### config.mk
export PLATFORM = sky130hd
export DESIGN_NAME = fdms_top
export DESIGN_NICKNAME = d
export VERILOG_FILES = /design/src/hw/fdms_pkg.sv /design/src/hw/fdms_fifo.sv /design/src/hw/fdms_top.sv
export SDC_FILE = /design/constraint.sdc
export NUM_CORES = 1
export LEC_CHECK = 0
export ABC_AREA = 1
export BUFFER_PORTS_ARGS = -buffer_cell sky130_fd_sc_hd__buf_2
export CORE_UTILIZATION = 59
export DETAILED_ROUTE_END_ITERATION = 12
export HOLD_SLACK_MARGIN = 0.15
export PLACE_DENSITY = 0.78
export SLEW_MARGIN = 20
export SYNTH_ARGS = -nofsm -noshare
export SYNTH_HDL_FRONTEND = slang
export SYNTH_SLANG_ARGS = --single-unit
### constraint.sdc
create_clock -name REF_CLK -period 11.4 [get_ports REF_CLK]
set_input_delay 1.71 -clock REF_CLK [delete_from_list [all_inputs] [get_ports REF_CLK]]
set_output_delay 1.71 -clock REF_CLK [all_outputs]
set_load 0.005 [all_outputs]
### src/hw/fdms_pkg.sv
// constants, field layout and state codes for the dma channel mode block
// assumes a single 10 MHz clock and the documented register offsets
//
// What this block does
// - The width field uses pattern 11 for 32-bit accesses and 00 for 8-bit, and a demand-mode access is a full word.
// - Byte packing at 8-bit width applies only without demand mode and is not used while demand mode is on.
// - The ready handshake is honoured when enabled, and the burst-terminate input only acts if its bit is set.
// - With bursting enabled the local accesses follow back to back without idle cycles.
// - With chaining on, each segment's source, destination and count are fetched from host-side descriptors.
// - With the done interrupt enabled the channel signals an interrupt when its transfer completes.
// - With no-increment addressing every local access goes to the same FIFO address.
// - With demand mode on, accesses run only while the FIFO request line is asserted.
// - The interrupt select bit routes the done interrupt to the host or to the local side.
// - The write-and-invalidate bit is stored as software chose and passed on with the transfer.
// - Two independent channels 0 and 1 each have their own mode register.
// - Transfers target the FIFO locations only, in demand or in non-demand mode.
package fdms_pkg;
  typedef logic [31:0] fdms_word_t;
  typedef logic [7:0] fdms_addr_t;

  localparam fdms_addr_t OFF_MODE0 = 8'h80;
  localparam fdms_addr_t OFF_MODE1 = 8'h94;
  localparam fdms_word_t MODE_MASK = 32'h0003_ffff;
  localparam fdms_word_t MODE_RST = 32'h0000_0000;

  localparam int unsigned F_WIDTH = 0;
  localparam int unsigned F_READY = 2;
  localparam int unsigned F_BTERM = 7;
  localparam int unsigned F_BURST = 8;
  localparam int unsigned F_CHAIN = 9;
  localparam int unsigned F_DONE_IE = 10;
  localparam int unsigned F_NOINC = 11;
  localparam int unsigned F_DEMAND = 12;
  localparam int unsigned F_WINV = 13;
  localparam int unsigned F_ISEL = 17;

  localparam logic [1:0] WIDTH_32 = 2'h3;
  localparam logic [1:0] WIDTH_8 = 2'h0;

  localparam fdms_word_t STEP_WORD = 32'h0000_0004;
  localparam fdms_word_t STEP_BYTE = 32'h0000_0001;
  localparam logic [1:0] DESC_LAST = 2'h3;
  localparam logic [1:0] LANE_LAST = 2'h3;

  localparam int unsigned FIFO_WIDTH = 32;
  localparam int unsigned FIFO_DEPTH = 16;

  typedef enum logic [3:0] {
    ST_IDLE = 4'h1,
    ST_DESC = 4'h2,
    ST_XFER = 4'h4,
    ST_DONE = 4'h8
  } fdms_state_t;
endpackage : fdms_pkg

### src/hw/fdms_fifo.sv
// data fifo between the local fifo reads and the host stream
// assumes one clock; read data leave from a register
`timescale 1ns/1ps
module fdms_fifo #(
  parameter int unsigned W = 32,
  parameter int unsigned D = 16
) (
  // clock and reset
  input wire logic clk,
  input wire logic rst,
  // fill side
  input wire logic in_valid,
  input wire logic [W-1:0] in_data,
  output logic in_ready,
  output logic almost_full,
  // drain side
  output logic out_valid,
  output logic [W-1:0] out_data,
  input wire logic out_ready
);
  localparam int unsigned AW = $clog2(D);
  localparam int unsigned CW = $clog2(D + 1);
  localparam logic [CW-1:0] CNT_FULL = CW'(D);
  localparam logic [CW-1:0] CNT_ALMOST = CW'(D - 1);

  logic [W-1:0] mem [D];
  logic [AW-1:0] wr_ptr_q, rd_ptr_q;
  logic [CW-1:0] cnt_q;
  logic out_valid_q;
  logic [W-1:0] out_data_q;

  wire push = in_valid && in_ready;
  wire pop = (cnt_q != '0) && (!out_valid_q || out_ready);
  assign in_ready = (cnt_q != CNT_FULL);
  assign almost_full = (cnt_q >= CNT_ALMOST);
  assign out_valid = out_valid_q;
  assign out_data = out_data_q;

  // memory itself carries no reset
  always_ff @(posedge clk) begin
    if (push) begin
      mem[wr_ptr_q] <= in_data;
    end
  end

  always_ff @(posedge clk or posedge rst) begin
    if (rst) begin
      wr_ptr_q <= '0;
      rd_ptr_q <= '0;
      cnt_q <= '0;
      out_valid_q <= 1'b0;
      out_data_q <= '0;
    end else begin
      if (push) wr_ptr_q <= AW'(wr_ptr_q + 1'b1);
      if (pop) rd_ptr_q <= AW'(rd_ptr_q + 1'b1);
      cnt_q <= CW'(cnt_q + CW'(push) - CW'(pop));
      if (pop) out_data_q <= mem[rd_ptr_q];
      if (pop) out_valid_q <= 1'b1;
      else if (out_ready) out_valid_q <= 1'b0;
    end
  end
endmodule : fdms_fifo

### src/hw/fdms_top.sv
// one dma engine serving two channels, one channel at a time, over one local fifo read path
// assumes local fifo logic and descriptor memory on the same clock
`timescale 1ns/1ps
module fdms_top #(
  parameter int unsigned FIFO_W = fdms_pkg::FIFO_WIDTH,
  parameter int unsigned FIFO_D = fdms_pkg::FIFO_DEPTH
) (
  // clock and reset
  input wire logic REF_CLK,
  input wire logic RST,
  // mode register port
  input wire fdms_pkg::fdms_addr_t REG_ADDR,
  input wire logic REG_WR,
  input wire logic REG_RD,
  input wire fdms_pkg::fdms_word_t REG_WDATA,
  output fdms_pkg::fdms_word_t REG_RDATA,
  output logic REG_ACK,
  // channel control
  input wire logic [1:0] CH_START,
  input wire fdms_pkg::fdms_word_t CH_LOCAL_ADDR,
  input wire fdms_pkg::fdms_word_t CH_HOST_ADDR,
  input wire logic [15:0] CH_BYTES,
  input wire fdms_pkg::fdms_word_t CH_DESC_PTR,
  output logic [1:0] CH_BUSY,
  // descriptor reads
  output logic DESC_RD,
  output fdms_pkg::fdms_word_t DESC_ADDR,
  input wire logic DESC_ACK,
  input wire fdms_pkg::fdms_word_t DESC_DATA,
  // local fifo bus
  output fdms_pkg::fdms_word_t LB_ADDR,
  output logic LB_RD,
  output logic LB_LAST,
  input wire logic LB_READY,
  input wire logic LB_BTERM_N,
  input wire fdms_pkg::fdms_word_t LB_DATA,
  input wire logic DMA_REQUEST_LINE_N,
  // host stream
  output fdms_pkg::fdms_word_t HOST_ADDR,
  output logic HOST_VALID,
  output logic [FIFO_W-1:0] HOST_DATA,
  input wire logic HOST_READY,
  output logic HOST_WINV,
  // done interrupts
  output logic IRQ_HOST,
  output logic IRQ_LOCAL
);
  import fdms_pkg::*;

  function automatic logic hit(input fdms_addr_t a, input fdms_addr_t off);
    hit = (a == off);
  endfunction : hit

  // one access per fifo byte when packing, else one per word
  function automatic logic [15:0] acc_of(input logic [15:0] bytes,
                                         input logic pk);
    acc_of = pk ? bytes : 16'((17'(bytes) + 17'h00003) >> 2);
  endfunction : acc_of

  function automatic logic packs(input fdms_word_t m);
    packs = (m[F_WIDTH +: 2] == WIDTH_8) && !m[F_DEMAND];
  endfunction : packs

  fdms_word_t mode_q [2];
  fdms_state_t state_q, state_d;
  logic chan_q;
  logic lb_rd_q, lb_rd_d, lb_last_q;
  fdms_word_t lb_addr_q, lb_addr_d, host_addr_q, next_q;
  logic [15:0] acc_left_q, acc_left_d;
  logic [1:0] lane_q, desc_idx_q;
  fdms_word_t pack_q;
  logic desc_rd_q;
  fdms_word_t desc_addr_q;
  logic [1:0] busy_q;
  logic irq_host_q, irq_local_q, winv_q;
  fdms_word_t rdata_q;
  logic ack_q;
  logic req_s1_q, req_s2_q, req_s3_q, req_lvl_q;
  logic f_in_ready, f_almost;

  // active channel view of its mode
  wire fdms_word_t am = mode_q[chan_q];
  wire pack = packs(am);
  wire ready_en = |am[F_READY +: 2];
  wire burst_en = am[F_BURST];
  wire bterm_hit = am[F_BTERM] && !LB_BTERM_N;
  wire noinc = am[F_NOINC];
  wire demand = am[F_DEMAND];
  wire dem_ok = !demand || req_lvl_q;

  wire acc_done = lb_rd_q && (!ready_en || LB_READY);
  wire last_acc = (acc_left_q == 16'h0001);
  wire push = acc_done && (!pack || lane_q == LANE_LAST || last_acc);
  wire room = f_in_ready && !(push && f_almost);
  wire fdms_word_t lane_word = {24'h0, LB_DATA[7:0]} << {lane_q, 3'h0};
  wire fdms_word_t push_data = pack ? (pack_q | lane_word) : LB_DATA;
  wire fdms_word_t step = pack ? STEP_BYTE : STEP_WORD;

  wire start_any = (state_q == ST_IDLE) && (|CH_START);
  wire sel = !CH_START[0];
  wire fdms_word_t sel_mode = mode_q[sel];
  wire sel_chain = sel_mode[F_CHAIN];
  wire desc_end = desc_rd_q && DESC_ACK && (desc_idx_q == DESC_LAST);
  wire chain_more = am[F_CHAIN] && (next_q != '0);

  wire wr0 = REG_WR && hit(REG_ADDR, OFF_MODE0);
  wire wr1 = REG_WR && hit(REG_ADDR, OFF_MODE1);
  wire fdms_word_t rd_mux = hit(REG_ADDR, OFF_MODE0) ? mode_q[0] :
                            hit(REG_ADDR, OFF_MODE1) ? mode_q[1] : '0;

  // pin request: three stages, level follows once stages two and three agree
  always_ff @(posedge REF_CLK or posedge RST) begin
    if (RST) begin
      req_s1_q <= 1'b0;
      req_s2_q <= 1'b0;
      req_s3_q <= 1'b0;
      req_lvl_q <= 1'b0;
    end else begin
      req_s1_q <= !DMA_REQUEST_LINE_N;
      req_s2_q <= req_s1_q;
      req_s3_q <= req_s2_q;
      if (req_s2_q == req_s3_q) req_lvl_q <= req_s3_q;
    end
  end

  // mode registers, reserved bits never stored
  always_ff @(posedge REF_CLK or posedge RST) begin
    if (RST) begin
      mode_q[0] <= MODE_RST;
      mode_q[1] <= MODE_RST;
      rdata_q <= '0;
      ack_q <= 1'b0;
    end else begin
      if (wr0) mode_q[0] <= REG_WDATA & MODE_MASK;
      if (wr1) mode_q[1] <= REG_WDATA & MODE_MASK;
      if (REG_RD) rdata_q <= rd_mux;
      ack_q <= REG_WR || REG_RD;
    end
  end

  // sequencing of fetch, transfer and completion
  always_comb begin
    state_d = state_q;
    lb_rd_d = lb_rd_q;
    lb_addr_d = lb_addr_q;
    acc_left_d = acc_left_q;
    unique case (state_q)
      ST_IDLE: begin
        if (start_any) begin
          state_d = sel_chain ? ST_DESC : ST_XFER;
          lb_addr_d = CH_LOCAL_ADDR;
          acc_left_d = acc_of(CH_BYTES, packs(sel_mode));
        end
      end
      ST_DESC: begin
        if (desc_rd_q && DESC_ACK && desc_idx_q == 2'h0) begin
          lb_addr_d = DESC_DATA;
        end
        if (desc_rd_q && DESC_ACK && desc_idx_q == 2'h2) begin
          acc_left_d = acc_of(DESC_DATA[15:0], pack);
        end
        if (desc_end) state_d = ST_XFER;
      end
      ST_XFER: begin
        if (!lb_rd_q) begin
          lb_rd_d = room && dem_ok && (acc_left_q != '0);
          if (acc_left_q == '0) state_d = ST_DONE;
        end else if (acc_done) begin
          acc_left_d = 16'(acc_left_q - 16'h0001);
          lb_addr_d = noinc ? lb_addr_q : 32'(lb_addr_q + step);
          // back to back only while bursting
          lb_rd_d = burst_en && !bterm_hit && !last_acc && room &&
                    dem_ok;
        end
      end
      ST_DONE: begin
        state_d = chain_more ? ST_DESC : ST_IDLE;
      end
    endcase
  end

  always_ff @(posedge REF_CLK or posedge RST) begin
    if (RST) begin
      state_q <= ST_IDLE;
      chan_q <= 1'b0;
      lb_rd_q <= 1'b0;
      lb_last_q <= 1'b0;
      lb_addr_q <= '0;
      acc_left_q <= '0;
    end else begin
      state_q <= state_d;
      if (start_any) chan_q <= sel;
      lb_rd_q <= lb_rd_d;
      lb_last_q <= lb_rd_d && (acc_left_d == 16'h0001);
      lb_addr_q <= lb_addr_d;
      acc_left_q <= acc_left_d;
    end
  end

  // byte packing lanes; a short final word is pushed as it stands
  always_ff @(posedge REF_CLK or posedge RST) begin
    if (RST) begin
      lane_q <= '0;
      pack_q <= '0;
    end else if (push || start_any || state_q == ST_DESC) begin
      lane_q <= '0;
      pack_q <= '0;
    end else if (acc_done && pack) begin
      lane_q <= 2'(lane_q + 2'h1);
      pack_q <= pack_q | lane_word;
    end
  end

  // descriptor walk: source, destination, count, next
  always_ff @(posedge REF_CLK or posedge RST) begin
    if (RST) begin
      desc_rd_q <= 1'b0;
      desc_addr_q <= '0;
      desc_idx_q <= '0;
      host_addr_q <= '0;
      next_q <= '0;
    end else if ((start_any && sel_chain) ||
                 (state_q == ST_DONE && chain_more)) begin
      desc_rd_q <= 1'b1;
      desc_addr_q <= start_any ? CH_DESC_PTR : next_q;
      desc_idx_q <= '0;
    end else if (start_any) begin
      host_addr_q <= CH_HOST_ADDR;
      next_q <= '0;
    end else if (desc_rd_q && DESC_ACK) begin
      desc_addr_q <= 32'(desc_addr_q + STEP_WORD);
      desc_idx_q <= 2'(desc_idx_q + 2'h1);
      if (desc_idx_q == 2'h1) host_addr_q <= DESC_DATA;
      if (desc_idx_q == DESC_LAST) next_q <= DESC_DATA;
      if (desc_idx_q == DESC_LAST) desc_rd_q <= 1'b0;
    end
  end

  // completion signalling and status
  wire done_now = (state_q == ST_DONE) && !chain_more;
  always_ff @(posedge REF_CLK or posedge RST) begin
    if (RST) begin
      irq_host_q <= 1'b0;
      irq_local_q <= 1'b0;
      busy_q <= '0;
      winv_q <= 1'b0;
    end else begin
      irq_host_q <= done_now && am[F_DONE_IE] && am[F_ISEL];
      irq_local_q <= done_now && am[F_DONE_IE] && !am[F_ISEL];
      busy_q[0] <= (state_d != ST_IDLE) && !(start_any ? sel : chan_q);
      busy_q[1] <= (state_d != ST_IDLE) && (start_any ? sel : chan_q);
      winv_q <= am[F_WINV];
    end
  end

  // host side back-pressure reaches the local reads through room
  fdms_fifo #(.W(FIFO_W), .D(FIFO_D)) u_fifo (
    .clk(REF_CLK),
    .rst(RST),
    .in_valid(push),
    .in_data(FIFO_W'(push_data)),
    .in_ready(f_in_ready),
    .almost_full(f_almost),
    .out_valid(HOST_VALID),
    .out_data(HOST_DATA),
    .out_ready(HOST_READY)
  );

  assign REG_RDATA = rdata_q;
  assign REG_ACK = ack_q;
  assign CH_BUSY = busy_q;
  assign DESC_RD = desc_rd_q;
  assign DESC_ADDR = desc_addr_q;
  assign LB_ADDR = lb_addr_q;
  assign LB_RD = lb_rd_q;
  assign LB_LAST = lb_last_q;
  assign HOST_ADDR = host_addr_q;
  assign HOST_WINV = winv_q;
  assign IRQ_HOST = irq_host_q;
  assign IRQ_LOCAL = irq_local_q;
endmodule : fdms_top

==> run_results.csv <==
group,metric,value,unit
floorplanning,die_w,254,µm
critical_path,crit_slowest_cell,"inv_4",
critical_path,path_max_fanout,62,
global_routing,grt_use_total,0.340,
route,drt-pass1-iter-count,6,
sta,drv_slew,0,
critical_path,cp-end-kind,"flip-flop",
sta,rsz0062_at_grt,"false",
clocking,cts_tree,"built",
clocking,cts.sinks,810,
synthesis,synth_cells,3925,
run_status,status,"finished, final reports clean",
route,drc,0,
floorplanning,rows,92,
synthesis,yosysSeqAreaShare,0.608,
worst_hold_path,min-delay-path-class,"flip-flop to flip-flop",
layout,syn2layout_area_growth,14.2,%
critical_path,required,11910,ps
synthesis,async_reset_ff_frac,0.368,
global_routing,grt-ovfl-total,0,
synthesis,ys_top_cells_by_area,"edfxtp_1 (41%), dfrtp_1 (20%), nand2_1 (8.0%)",
layout,drive_gt1_frac,0.150,
clocking,cts-root-buf,"clkbuf_16",
synthesis,synth_edf_count,512,
floorplanning,core_area,0.0630,mm²
sta,clock.fmax,215,MHz
power_and_ir_drop,power_frac_seq,0.424,
placed_design,port_buffers,368,
power_and_ir_drop,power_per_cell_area,228,mW/mm²
worst_hold_path,hold_end,"req_s2_q",
route,ant_nets,0,
global_routing,antenna_found_initial,25,
synthesis,syn-cell-area,0.0376,mm²
power_and_ir_drop,switchingPower,3.48,mW
power_and_ir_drop,power_switching_share,0.355,
sta,clock-skew-final,27.8,ps
floorplanning,dieArea,0.0647,mm²
critical_path,timing.critical_path.from_type,"primary input",
sta,slew_headroom,0.260,
worst_hold_path,min_from,"req_s1_q",
floorplanning,initial_core_util,0.597,
sta,period_share,0.408,
sta,setup_slack,6750,ps
placed_design,gp_congestion,0.975,
clocking,cts_resized,0,
layout,nNetsFinal,4474,
critical_path,reg2reg_slack,7360,ps
worst_hold_path,hold_path_depth,0,
synthesis,synth-seq-cells,810,
placed_design,hpwl,68.4,mm
global_routing,grt_pass1_wl,166,mm
power_and_ir_drop,power_frac_clock,0.285,
sta,hold_violations,0,
critical_path,critical_path.cell_chain,"buf_2, nor2_4, inv_2, nand3_4, inv_4, nand2_2, nand2_4, inv_4, nand2_2, nand3_1, o21ai_1",
power_and_ir_drop,power.internal,6.32,mW
global_routing,grt_max_degree,145,
clocking,ctsHtreeMaxLevel,3,
power_and_ir_drop,combPwrFrac,0.292,
floorplanning,die_y,254,µm
route,vias,31000,
power_and_ir_drop,power,9.80,mW
critical_path,slowest_delay,640,ps
clocking,clk_pin_slew_worst_paths,60,ps
critical_path,rr_startpoint,"state_q[0]",
route,routed_wl,111,mm
placed_design,preCtsSetupSlack,6180,ps
synthesis,synth_area_per_cell,9.57,µm²
sta,fin_crit,4650,ps
synthesis,synth.distinct_cells,63,
floorplanning,io_pins,397,
critical_path,worst_ep_arrival_time,5150,ps
power_and_ir_drop,vdd_drop_max,172,µV
global_routing,grt_pass1_vias,28800,
clocking,postCtsHoldBufs,0,
clocking,cts_made_buffers,83,
clocking,clk_latency,660,ps
sta,finalSetupTns,0,ps
critical_path,worstRegToRegCells,11,
sta,setup_viol,0,
critical_path,r2r-end,"next_q[24]",
synthesis,ys.flop_type,"edfxtp_1",
synthesis,yosysWarnings,0,
clocking,clk_path_buf_depth,3,
route,vias_per_cell,6.01,
route,drtIter0Drc,3869,
power_and_ir_drop,leakage,17.8,nW
sta,tightest_slew,1100,ps
synthesis,synth_area_leader_cell,"edfxtp_1",
route,wl_per_cell,21.5,µm
run,maxCapViolCount,0,
critical_path,critical_path_class,"primary input to flip-flop",
clocking,post_cts_buffers,0,
synthesis,synth_top_area_frac,0.409,
==> worst max-delay path: cells and delay by family <==
family                 cells  cell delay [ps]
and+or+nand+nor            6             2160
buffers and inverters      4             1110
AOI/OAI and AO/OA          1               90
==> per-stage QoR <==
stage,hold slack [ps],instance area (µm²),std cells,utilization
2_1_floorplan,331,37600,3938,-
3_3_place_gp,341,40000,4981,0.636
3_5_place_dp,338,40000,4981,0.636
4_1_cts,351,42800,5135,0.680
5_1_grt,369,42900,5147,0.681
6_report,348,42900,5152,0.681
==> worst max path at each step <==
stage	slack (ps)	cells past startpoint	startpoint	to
after floorplan	1460	1	RST	CH_BUSY[0]
after global placement	6220	11	CH_START[0]	DESC_ADDR[8]
after detailed placement	6180	11	CH_START[0]	DESC_ADDR[12]
after CTS	6790	11	CH_START[0]	DESC_ADDR[12]
after global routing	6560	12	CH_START[0]	next_q[24]
final	6750	11	CH_START[0]	DESC_ADDR[12]
==> final cells by class <==
class                           count  area [µm²]
Clock inverter                     42         563
Multi-Input combinational cell   2645       12900
Sequential cell                   810       22800
Clock buffer                      112        2260
Tap cell                          846        1060
Inverter                          254         972
Timing Repair Buffer              427        2310
Fill cell                        4837       20100
Antenna cell                       16        40.0
==> state kept, by name (all words and copies together), names as in the netlist, 4 cells and up <==
name / cells
u_fifo.wr_ptr_q: 4
acc_left_q: 16
next_q: 32
HOST_ADDR: 32
u_fifo.rd_ptr_q: 4
REG_RDATA: 18
pack_q: 32
state_q: 4
u_fifo.mem: 512
LB_ADDR: 32
mode_q: 36
u_fifo.out_data: 32
DESC_ADDR: 32
u_fifo.cnt_q: 5
==> cell usage after synthesis (all sizes together) (3+ instances only) <==
library cell,count
nand3,224
edfxtp,512
nand4,36
clkbuf,136
o22ai,59
xor2,23
nor3,55
or2,12
buf,93
nor4,9
nand2,817
a22oi,6
a2bb2oi,3
a221oi,27
inv,248
xnor2,12
dfrtp,297
nor2,584
a21oi,96
o221ai,80
a31oi,33
ha,25
clkinv,6
o21ai,502
o211ai,7
==> cell usage in the layout, fill, tap and decap left out, types with 25 or more instances in the layout <==
| cell type | synthesis | final |
|---|---|---|
| buf_4 | 21 | 57 |
| a21oi_1 | 96 | 96 |
| o22ai_1 | 59 | 59 |
| nand3_1 | 218 | 218 |
| nor2_4 | 9 | 26 |
| buf_2 | 50 | 368 |
| a221oi_1 | 27 | 27 |
| nor3_1 | 51 | 51 |
| nand2_1 | 804 | 804 |
| edfxtp_1 | 512 | 512 |
| a31oi_1 | 33 | 33 |
| o21ai_0 | 457 | 456 |
| nor2_1 | 566 | 550 |
| o21ai_1 | 44 | 45 |
| inv_1 | 236 | 230 |
| clkbuf_16 | 0 | 83 |
| ha_1 | 25 | 25 |
| o221ai_1 | 80 | 80 |
| dfrtp_1 | 297 | 294 |
| nand4_1 | 35 | 35 |
==> power groups by stage <==
stage / combinational [mW] / sequential [mW] / clock (mW)
floorplan: 1.85 / 4.09 / 0
global placement: 2.71 / 4.18 / 0
detailed placement: 2.80 / 4.19 / 0
CTS: 2.83 / 4.14 / 2.80
global route: 3.16 / 4.19 / 2.92
finish: 2.86 / 4.15 / 2.79
==> cell families (layout without fill, tap and decap cells) <==
kind of cell,after synthesis,in the layout,synth area share
and+or+nand+nor,1742,1742,0.194
xor gates and xnor gates,35,35,0.00816
other,1,30,0.0000998
adders and majority gates,27,27,0.00912
DFF,810,810,0.608
buffers and inverters,483,835,0.0546
AOI/OAI and AO/OA,827,827,0.127
==> metal layers <==
| layer | track usage | routed length, µm |
|---|---|---|
| met1 | 0.453 | 41900 |
| met2 | 0.543 | 52300 |
| met3 | 0.0647 | 11600 |
| met4 | 0.158 | 4720 |
| met5 | 0.00301 | 142 |
Power figures use the tool's default switching activity.
